### src/logic/tkv_pkg.sv
// Constants and types for the tag key, value and field command handler
package tkv_pkg;
	// Command codes, echoed unchanged in every response
	localparam logic [7:0] OP_KEY       = 8'h8C;
	localparam logic [7:0] OP_INC       = 8'h8D;
	localparam logic [7:0] OP_DEC       = 8'h8E;
	localparam logic [7:0] OP_FIELD     = 8'h90;
	// Store-key arguments
	localparam logic [7:0] SECTOR_MAX   = 8'h0F;
	localparam logic [7:0] KIND_FIRST   = 8'hAA;
	localparam logic [7:0] KIND_SECOND  = 8'hBB;
	// Response length fields and status codes
	localparam logic [7:0] LEN_SHORT    = 8'h02;
	localparam logic [7:0] LEN_VALUE    = 8'h06;
	localparam logic [7:0] LEN_VAL_FAIL = 8'h02;
	localparam logic [7:0] STAT_OK      = 8'h4C;
	localparam logic [7:0] STAT_FAIL    = 8'h4E;
	localparam logic [7:0] ERR_NO_TAG   = 8'h4E;
	localparam logic [7:0] ERR_VERIFY   = 8'h46;
	localparam logic [7:0] ERR_BAD_VAL  = 8'h49;
	localparam logic [7:0] FIELD_OFF    = 8'h00;
	// Parameter byte counts and response byte counts
	localparam logic [3:0] NPAR_KEY     = 4'h8;
	localparam logic [3:0] NPAR_VAL     = 4'h5;
	localparam logic [3:0] NPAR_FIELD   = 4'h1;
	localparam logic [2:0] NRSP_SHORT   = 3'h3;
	localparam logic [2:0] NRSP_VALUE   = 3'h7;
	// Register byte offsets
	localparam logic [11:0] OFF_CTRL     = 12'h000;
	localparam logic [11:0] OFF_IRQ_STAT = 12'h004;
	localparam logic [11:0] OFF_IRQ_MASK = 12'h008;
	localparam logic [11:0] OFF_STATE    = 12'h00C;
	// Reset values and interrupt bit positions
	localparam logic        CTRL_EN_RST  = 1'b1;
	localparam logic [2:0]  IRQ_MASK_RST = 3'h0;
	localparam int          IRQ_W        = 3;
	localparam int          IRQ_DONE     = 0;
	localparam int          IRQ_FAIL     = 1;
	localparam int          IRQ_BAD      = 2;
	typedef enum logic [2:0] {
		ST_IDLE  = 3'b000,
		ST_PARAM = 3'b001,
		ST_EXEC  = 3'b010,
		ST_WAIT  = 3'b011,
		ST_RESP  = 3'b100
	} tkv_state_t;
endpackage

### src/logic/tkv_cmd_handler.sv
// Command handler: key store, value increment and decrement, field switch
//
// Function
// - Store-key opcode 0x8C; first argument is key sector, valid 0x00 to 0x0F.
// - Second argument picks key kind: 0xAA first kind, 0xBB second kind.
// - Six key bytes follow, most significant byte first.
// - Sixteen sectors each keep two keys; writing one kind spares the other.
// - Stored keys can never be read back by the host.
// - Store-key reply: length 0x02, opcode, status 0x4C success or 0x4E failure.
// - Increment opcode 0x8D, block byte, four-byte amount least significant first.
// - Increment fails unless block authenticated and incrementing is permitted.
// - Increment success reply: length 0x06, opcode, block, new value LSB first.
// - Decrement opcode 0x8E, same layout; needs authentication and permission.
// - Decrement success reply: length 0x06, opcode, block, new value LSB first.
// - Value failure reply: opcode and error 0x4E, 0x46 or 0x49.
// - Field opcode 0x90; argument 0x00 turns field off, nonzero turns it on.
// - Field reply: length 0x02, opcode, status 0x00 off or 0x01 on.
// - Every reply echoes the command opcode unchanged.
`timescale 1ns/1ps
`default_nettype none
module tkv_cmd_handler #(
	parameter int ADDR_W = 12
) (
	// Clock and reset
	input  wire  logic        sys_clk_in,
	input  wire  logic        reset_n_in,
	// APB slave
	input  wire  logic        psel_in,
	input  wire  logic        penable_in,
	input  wire  logic        pwrite_in,
	input  wire  logic [ADDR_W-1:0] paddr_in,
	input  wire  logic [31:0] pwdata_in,
	output logic       [31:0] prdata_out,
	output logic              pready_out,
	output logic              pslverr_out,
	output logic              irq_out,
	// Command bytes, opcode first
	input  wire  logic [7:0]  cmd_byte_in,
	input  wire  logic        cmd_valid_in,
	output logic              cmd_ready_out,
	// Response bytes, length field first
	output logic       [7:0]  rsp_byte_out,
	output logic              rsp_valid_out,
	input  wire  logic        rsp_ready_in,
	// Value block engine on the card side
	output logic              val_req_out,
	output logic              val_dec_out,
	output logic       [7:0]  val_block_out,
	output logic       [31:0] val_amount_out,
	input  wire  logic        val_done_in,
	input  wire  logic        val_ok_in,
	input  wire  logic [7:0]  val_err_in,
	input  wire  logic [31:0] val_result_in,
	input  wire  logic        blk_authed_in,
	input  wire  logic        blk_inc_ok_in,
	input  wire  logic        blk_dec_ok_in,
	// Key lookup for the authentication engine
	input  wire  logic [3:0]  key_sector_in,
	input  wire  logic        key_second_in,
	output logic       [47:0] key_out,
	// Field switch
	output logic              field_on_out
);
	// The decoder compares twelve address bits, and the register map needs at least four
	if (ADDR_W < 4 || ADDR_W > 12) begin : g_addr_check
		$error("ADDR_W must be 4 to 12");
	end

	tkv_pkg::tkv_state_t state_reg;
	logic [7:0]  opcode_reg;
	logic [7:0]  param_reg [0:7];
	logic [2:0]  cnt_reg;
	logic [3:0]  need_reg;
	logic [7:0]  buf_reg [0:6];
	logic [2:0]  len_reg;
	logic [2:0]  idx_reg;
	logic        fail_reg;
	logic [47:0] key_mem [0:31];
	logic        ctrl_en_reg;
	logic [tkv_pkg::IRQ_W-1:0] irq_stat_reg;
	logic [tkv_pkg::IRQ_W-1:0] irq_mask_reg;

	logic cmd_hs;
	logic last_param;
	logic known_op;
	logic key_args_ok;
	logic key_wr;
	logic val_permit;
	logic rsp_last;
	logic ev_bad;
	localparam int IRQ_W_L = tkv_pkg::IRQ_W;
	logic [IRQ_W_L-1:0] ev_vec;
	logic [11:0] addr_w;
	logic apb_setup;
	logic apb_do;

	assign cmd_hs = cmd_valid_in && cmd_ready_out;
	assign last_param = (state_reg == tkv_pkg::ST_PARAM) && cmd_hs
		&& (({1'b0, cnt_reg} + 4'h1) == need_reg);
	assign known_op = (cmd_byte_in == tkv_pkg::OP_KEY) || (cmd_byte_in == tkv_pkg::OP_INC)
		|| (cmd_byte_in == tkv_pkg::OP_DEC) || (cmd_byte_in == tkv_pkg::OP_FIELD);
	// Out-of-range sector or unknown kind never touches the key store
	assign key_args_ok = (param_reg[0] <= tkv_pkg::SECTOR_MAX)
		&& ((param_reg[1] == tkv_pkg::KIND_FIRST) || (param_reg[1] == tkv_pkg::KIND_SECOND));
	assign key_wr = (state_reg == tkv_pkg::ST_EXEC) && (opcode_reg == tkv_pkg::OP_KEY) && key_args_ok;
	// Card engine is only asked when the block is open for this direction
	assign val_permit = blk_authed_in
		&& ((opcode_reg == tkv_pkg::OP_INC) ? blk_inc_ok_in : blk_dec_ok_in);
	assign rsp_last = (state_reg == tkv_pkg::ST_RESP) && rsp_valid_out && rsp_ready_in
		&& (idx_reg == len_reg - 3'h1);
	assign ev_bad = (state_reg == tkv_pkg::ST_IDLE) && cmd_hs && !known_op;
	assign ev_vec = {ev_bad, rsp_last && fail_reg, rsp_last};

	// Command sequencing and response assembly
	always_ff @(posedge sys_clk_in) begin
		if (!reset_n_in) begin
			state_reg <= tkv_pkg::ST_IDLE;
			opcode_reg <= 8'h00;
			cnt_reg <= 3'h0;
			need_reg <= 4'h0;
			len_reg <= 3'h0;
			idx_reg <= 3'h0;
			fail_reg <= 1'b0;
			rsp_valid_out <= 1'b0;
			rsp_byte_out <= 8'h00;
			for (int i = 0; i < 8; i++) begin
				param_reg[i] <= 8'h00;
			end
			for (int i = 0; i < 7; i++) begin
				buf_reg[i] <= 8'h00;
			end
		end else begin
			case (state_reg)
				tkv_pkg::ST_IDLE: begin
					if (cmd_hs && known_op) begin
						opcode_reg <= cmd_byte_in;
						cnt_reg <= 3'h0;
						state_reg <= tkv_pkg::ST_PARAM;
						if (cmd_byte_in == tkv_pkg::OP_KEY) begin
							need_reg <= tkv_pkg::NPAR_KEY;
						end else if (cmd_byte_in == tkv_pkg::OP_FIELD) begin
							need_reg <= tkv_pkg::NPAR_FIELD;
						end else begin
							need_reg <= tkv_pkg::NPAR_VAL;
						end
					end
				end
				tkv_pkg::ST_PARAM: begin
					if (cmd_hs) begin
						param_reg[cnt_reg] <= cmd_byte_in;
						cnt_reg <= cnt_reg + 3'h1;
					end
					if (last_param) begin
						state_reg <= tkv_pkg::ST_EXEC;
					end
				end
				tkv_pkg::ST_EXEC: begin
					buf_reg[1] <= opcode_reg;
					idx_reg <= 3'h0;
					if (opcode_reg == tkv_pkg::OP_KEY) begin
						buf_reg[0] <= tkv_pkg::LEN_SHORT;
						buf_reg[2] <= key_args_ok ? tkv_pkg::STAT_OK : tkv_pkg::STAT_FAIL;
						len_reg <= tkv_pkg::NRSP_SHORT;
						fail_reg <= !key_args_ok;
						state_reg <= tkv_pkg::ST_RESP;
					end else if (opcode_reg == tkv_pkg::OP_FIELD) begin
						buf_reg[0] <= tkv_pkg::LEN_SHORT;
						buf_reg[2] <= {7'h00, param_reg[0] != tkv_pkg::FIELD_OFF};
						len_reg <= tkv_pkg::NRSP_SHORT;
						fail_reg <= 1'b0;
						state_reg <= tkv_pkg::ST_RESP;
					end else if (val_permit) begin
						state_reg <= tkv_pkg::ST_WAIT;
					end else begin
						buf_reg[0] <= tkv_pkg::LEN_VAL_FAIL;
						buf_reg[2] <= tkv_pkg::ERR_VERIFY;
						len_reg <= tkv_pkg::NRSP_SHORT;
						fail_reg <= 1'b1;
						state_reg <= tkv_pkg::ST_RESP;
					end
				end
				tkv_pkg::ST_WAIT: begin
					if (val_done_in) begin
						state_reg <= tkv_pkg::ST_RESP;
						fail_reg <= !val_ok_in;
						if (val_ok_in) begin
							buf_reg[0] <= tkv_pkg::LEN_VALUE;
							buf_reg[2] <= param_reg[0];
							buf_reg[3] <= val_result_in[7:0];
							buf_reg[4] <= val_result_in[15:8];
							buf_reg[5] <= val_result_in[23:16];
							buf_reg[6] <= val_result_in[31:24];
							len_reg <= tkv_pkg::NRSP_VALUE;
						end else begin
							buf_reg[0] <= tkv_pkg::LEN_VAL_FAIL;
							buf_reg[2] <= val_err_in;
							len_reg <= tkv_pkg::NRSP_SHORT;
						end
					end
				end
				tkv_pkg::ST_RESP: begin
					// One idle cycle on entry lets the buffer settle before the first byte
					if (!rsp_valid_out) begin
						rsp_valid_out <= 1'b1;
						rsp_byte_out <= buf_reg[idx_reg];
					end else if (rsp_ready_in) begin
						if (rsp_last) begin
							rsp_valid_out <= 1'b0;
							state_reg <= tkv_pkg::ST_IDLE;
						end else begin
							idx_reg <= idx_reg + 3'h1;
							rsp_byte_out <= buf_reg[3'(idx_reg + 3'h1)];
						end
					end
				end
				default: begin
					state_reg <= tkv_pkg::ST_IDLE;
				end
			endcase
		end
	end

	// Command intake stalls from the last argument until the reply is gone
	always_ff @(posedge sys_clk_in) begin
		if (!reset_n_in) begin
			cmd_ready_out <= 1'b0;
		end else begin
			cmd_ready_out <= ctrl_en_reg && ((state_reg == tkv_pkg::ST_IDLE)
				|| ((state_reg == tkv_pkg::ST_PARAM) && !last_param));
		end
	end

	// Request to the card engine; amount reassembled from LSB-first bytes
	always_ff @(posedge sys_clk_in) begin
		if (!reset_n_in) begin
			val_req_out <= 1'b0;
			val_dec_out <= 1'b0;
			val_block_out <= 8'h00;
			val_amount_out <= 32'h00000000;
		end else begin
			val_req_out <= (state_reg == tkv_pkg::ST_EXEC) && (opcode_reg != tkv_pkg::OP_KEY)
				&& (opcode_reg != tkv_pkg::OP_FIELD) && val_permit;
			if (state_reg == tkv_pkg::ST_EXEC) begin
				val_dec_out <= (opcode_reg == tkv_pkg::OP_DEC);
				val_block_out <= param_reg[0];
				val_amount_out <= {param_reg[4], param_reg[3], param_reg[2], param_reg[1]};
			end
		end
	end

	// Key store: slot index is sector and kind, so the other kind stays intact
	always_ff @(posedge sys_clk_in) begin
		if (key_wr) begin
			key_mem[{param_reg[0][3:0], param_reg[1] == tkv_pkg::KIND_SECOND}] <= {param_reg[2],
				param_reg[3], param_reg[4], param_reg[5], param_reg[6], param_reg[7]};
		end
	end

	// Keys leave only toward the authentication engine, never on the reply path
	always_ff @(posedge sys_clk_in) begin
		if (!reset_n_in) begin
			key_out <= 48'h000000000000;
		end else begin
			key_out <= key_mem[{key_sector_in, key_second_in}];
		end
	end

	// Field switch
	always_ff @(posedge sys_clk_in) begin
		if (!reset_n_in) begin
			field_on_out <= 1'b0;
		end else if ((state_reg == tkv_pkg::ST_EXEC) && (opcode_reg == tkv_pkg::OP_FIELD)) begin
			field_on_out <= (param_reg[0] != tkv_pkg::FIELD_OFF);
		end
	end

	// APB slave with one wait state so read data can come from a flop
	assign addr_w = 12'(paddr_in);
	assign apb_setup = psel_in && penable_in && !pready_out;
	assign apb_do = psel_in && penable_in && pready_out;

	always_ff @(posedge sys_clk_in) begin
		if (!reset_n_in) begin
			pready_out <= 1'b0;
			pslverr_out <= 1'b0;
			prdata_out <= 32'h00000000;
		end else begin
			pready_out <= apb_setup;
			pslverr_out <= 1'b0;
			prdata_out <= 32'h00000000;
			if (apb_setup) begin
				if (addr_w == tkv_pkg::OFF_CTRL) begin
					prdata_out <= {31'h00000000, ctrl_en_reg};
				end else if (addr_w == tkv_pkg::OFF_IRQ_STAT) begin
					prdata_out <= {29'h00000000, irq_stat_reg};
				end else if (addr_w == tkv_pkg::OFF_IRQ_MASK) begin
					prdata_out <= {29'h00000000, irq_mask_reg};
				end else if (addr_w == tkv_pkg::OFF_STATE) begin
					prdata_out <= {16'h0000, opcode_reg, 6'h00, state_reg != tkv_pkg::ST_IDLE, field_on_out};
				end else begin
					pslverr_out <= 1'b1;
				end
			end
		end
	end

	always_ff @(posedge sys_clk_in) begin
		if (!reset_n_in) begin
			ctrl_en_reg <= tkv_pkg::CTRL_EN_RST;
			irq_mask_reg <= tkv_pkg::IRQ_MASK_RST;
		end else if (apb_do && pwrite_in) begin
			if (addr_w == tkv_pkg::OFF_CTRL) begin
				ctrl_en_reg <= pwdata_in[0];
			end else if (addr_w == tkv_pkg::OFF_IRQ_MASK) begin
				irq_mask_reg <= pwdata_in[IRQ_W_L-1:0];
			end
		end
	end

	// Sticky events: a new event wins over a write-one clear in the same cycle
	always_ff @(posedge sys_clk_in) begin
		if (!reset_n_in) begin
			irq_stat_reg <= '0;
		end else if (apb_do && pwrite_in && (addr_w == tkv_pkg::OFF_IRQ_STAT)) begin
			irq_stat_reg <= (irq_stat_reg & ~pwdata_in[IRQ_W_L-1:0]) | ev_vec;
		end else begin
			irq_stat_reg <= irq_stat_reg | ev_vec;
		end
	end

	always_ff @(posedge sys_clk_in) begin
		if (!reset_n_in) begin
			irq_out <= 1'b0;
		end else begin
			irq_out <= |(irq_stat_reg & irq_mask_reg);
		end
	end
endmodule
`default_nettype wire

### config.mk
export PLATFORM = sky130hd
export DESIGN_NAME = tkv_cmd_handler
export DESIGN_NICKNAME = d
export VERILOG_FILES = /design/src/logic/tkv_pkg.sv /design/src/logic/tkv_cmd_handler.sv
export SDC_FILE = /design/constraint.sdc
export NUM_CORES = 2
export LEC_CHECK = 0
export ABC_AREA = 1
export BUFFER_PORTS_ARGS = -buffer_cell sky130_fd_sc_hd__buf_2
export CAP_MARGIN = 25
export CORE_MARGIN = 3
export CORE_UTILIZATION = 55
export CTS_CLUSTER_SIZE = 24
export DETAILED_ROUTE_END_ITERATION = 6
export GPL_ROUTABILITY_DRIVEN = 1
export PLACE_DENSITY = 0.72
export SETUP_SLACK_MARGIN = 0.15
export SYNTH_ARGS = -nofsm -noshare
export SYNTH_HDL_FRONTEND = slang
export SYNTH_SLANG_ARGS = --single-unit
### constraint.sdc
create_clock -name sys_clk_in -period 5.35 [get_ports sys_clk_in]
set_input_delay 0.2675 -clock sys_clk_in [delete_from_list [all_inputs] [get_ports sys_clk_in]]
set_output_delay 0.2675 -clock sys_clk_in [all_outputs]
set_load 0.01 [all_outputs]
==> reports/qor.csv <==
metric;value;unit
outcome;finished with violations;
failing checks;design-rule violations;
worst hold margin;89.50;ps
Switching Share;21.91;%
Mapped Cells;6216;
area delta synth->final;13.32;%
first-pass GRT wire length;282.8;mm
count of final max-slew check failures;0;
Core ar.;0.1285;mm2
Buffers & Inverters on Critical Path;3;
power density cells;353.3;mW/mm2
Initial Utilization;55.81;%
drt wl/cell;22.96;um
sequential share of the synthesized area;73.09;%
clk root buf;clkbuf_16;
Slowest-stage cell, CP;nor2_4;
synthesized area;0.07172;mm2
Post-synth EDFFs;1641;
Die Y;367.1;um
CTS Buf Count;173;
port bufs;194;
nets;6510;
sequential power share;53.6;%
top-area cell type share of the netlist area;68.70;%
CP top delay family;simple AND/OR/NAND/NOR gates;
H-tree depth;4;
Initial DRC Count;6129;
Yosys cell types;31;
Setup Buffers After CTS;0;
residual DRC count;6;
biggest area consumer among synthesized cells;edfxtp_1;
fmax;248.4;MHz
Comb power frac;4.9;%
post-layout util;63.25;%
WS Path Type;reg -> reg;
critical-path maximum fanout;38;
io pins;245;
clock latency on the worst-skew pair;800;ps
post-route clock period utilization;75.26;%
Rel. slew slack;24.90;%
crit-path cells;inv_1, nor2_1, nand2_2, inv_2, nand3_1, nor2_1, nand2_1, nor2_4, buf_4;
DRT Pass-1 Iters;7;
GP Congestion;0.8837;
number of flip-flops in the largest register;1536;
CP Launch Type;flip-flop;
Setup TNS Final;0;ps
Worst VDD drop;0.0004252;V
FF+latch count, synth;1798;
maximum root-to-sink buffer count;3;
layout cells sized above 1;9.146;%
initial antenna violation count;2;
gr ovfl total;0;
unrepaired setup endpoints after global routing;no;
Worst Hold Class;in -> reg;
Synth area leaders;edfxtp_1 (69%), nand2_1 (8.1%), dfxtp_1 (4.4%), nor2_1 (4.2%), nand3_1 (4.0%);
Int Power;22.42;mW
final hold vios;0;
die area;0.1348;mm2
TritonCTS clock tree;yes;
# setup viols final;0;
DP HPWL;96.30;mm
DRT Wirelength;190.1;mm
Arr. time, crit path;4490;ps
top cells by count, synth;edfxtp_1 (1641), nand2_1 (1550), nor2_1 (800), nand3_1 (578), o21ai_0 (386);
top_reg_cell synth;edfxtp_1;
Sink Count;1798;
vias in the first global route;46520;
CP peak stage delay;1040;ps
Leak;29.38;nW
actual slew at the worst max-slew pin;1127;ps
Vias;48790;
Syn. warnings;0;
clock share of power;41.5;%
P_sw;6.292;mW
CP most frequent cell;nor2_1;
Post-synth ARST share;0;%
post-DR vias/cell;5.894;
row count;131;
Worst Path Required;5810;ps
most common cell in the netlist;edfxtp_1;
crit end category;flip-flop;
# Max-Cap Violations;0;
Tmin final;4026;ps
ANT nets after route;0;
die width;367.1;um
Reg clk slew, reported paths;60;ps
largest net degree at the start of global routing;187;
Avg Inst Size Synth;11.54;um2
Total GRT Usage;27.68;%
clk_skew;25.13;ps
-- path summary, 6_finish.rpt --
kind | from | to | slack, ps | depth (start not counted)
min | blk_inc_ok_in | state_reg[0] | 90 | 7
max reg2reg | state_reg[1] | key_mem[30][0] | 1320 | 9
max | state_reg[1] | key_mem[30][0] | 1320 | 9
min reg2reg | val_amount_out[29] | val_amount_out[29] | 460 | 2
-- routing by layer --
metal	routed length (um)	track usage, %	vias to the layer above
li1	-	-	22120
met1	72780	37.36	23440
met2	90210	45.07	2794
met3	20480	5.271	438
met4	6610	10.20	0
met5	0	0	-
-- cell families (layout without fill, tap and decap cells) --
| logic type | after synthesis | count (layout) | share of synthesized area (%) |
|---|---|---|---|
| simple gates | 2954 | 2954 | 16.55 |
| compound gates | 923 | 923 | 7.001 |
| other cells | 1 | 22 | 0.005228 |
| flops | 1798 | 1798 | 73.09 |
| buf+inv | 538 | 851 | 3.321 |
| fa+ha+maj | 2 | 2 | 0.03488 |
-- worst reg2reg max path, stage by stage, from the launching register on --
cell and delay, ps:
dfxtp_1 380, inv_1 100, nor2_1 160, nand2_2 80, inv_2 530, nand3_1 240, nor2_1 190, nand2_1 510
nor2_4 1040, buf_4 450
-- cells in the final DEF, fill, tap and decap left out, drive strengths merged, types with 2 or more instances in the layout --
cell type,n
edfxtp,1641
nand2,1550
nor2,802
nand3,578
o21ai,400
a21oi,315
buf,298
clkbuf,234
dfxtp,157
inv,139
o31ai,96
o22ai,96
dlygate4sd3,87
clkinv,81
conb,21
o211ai,12
nand4,9
bufinv,8
nor3,6
or2,6
clkinvlp,4
nand3b,2
o21a,2
ha,2
-- layout make-up --
cell class	instances	area, um2
Sequential cell	1798	52420
Multi-Input combinational cell	3900	17240
Clock inverter	91	743.2
Fill cell	9431	47220
Tap cell	1729	2163
Clock buffer	234	4797
Inverter	141	555.5
Timing Repair Buffer	385	3359
Antenna cell	1	2.502
-- through the flow --
step,power (mW),setup WS (ps),instance area [um2],instances
6_report,28.71,1324,81280,8279
5_1_grt,29.46,1217,81280,8278
4_1_cts,28.74,1418,80920,8265
3_5_place_dp,17.01,1428,74510,7853
3_3_place_gp,16.97,1418,74340,7847
2_1_floorplan,16.53,1565,71800,6236
-- power by group through the flow --
stage | Sequential, mW | Combinational [mW] | Clock (mW)
floorplan | 15.7 | 0.840 | 0
global placement | 15.7 | 1.24 | 0
detailed placement | 15.7 | 1.28 | 0
CTS | 15.4 | 1.33 | 12.0
global route | 15.4 | 1.53 | 12.5
finish | 15.4 | 1.39 | 11.9
-- what timing repair did --
action,CTS,global route
gates resized for setup,0,0
hold buffers,87,0
endpoints found under the hold margin,79,0
Power figures use the tool's default switching activity.
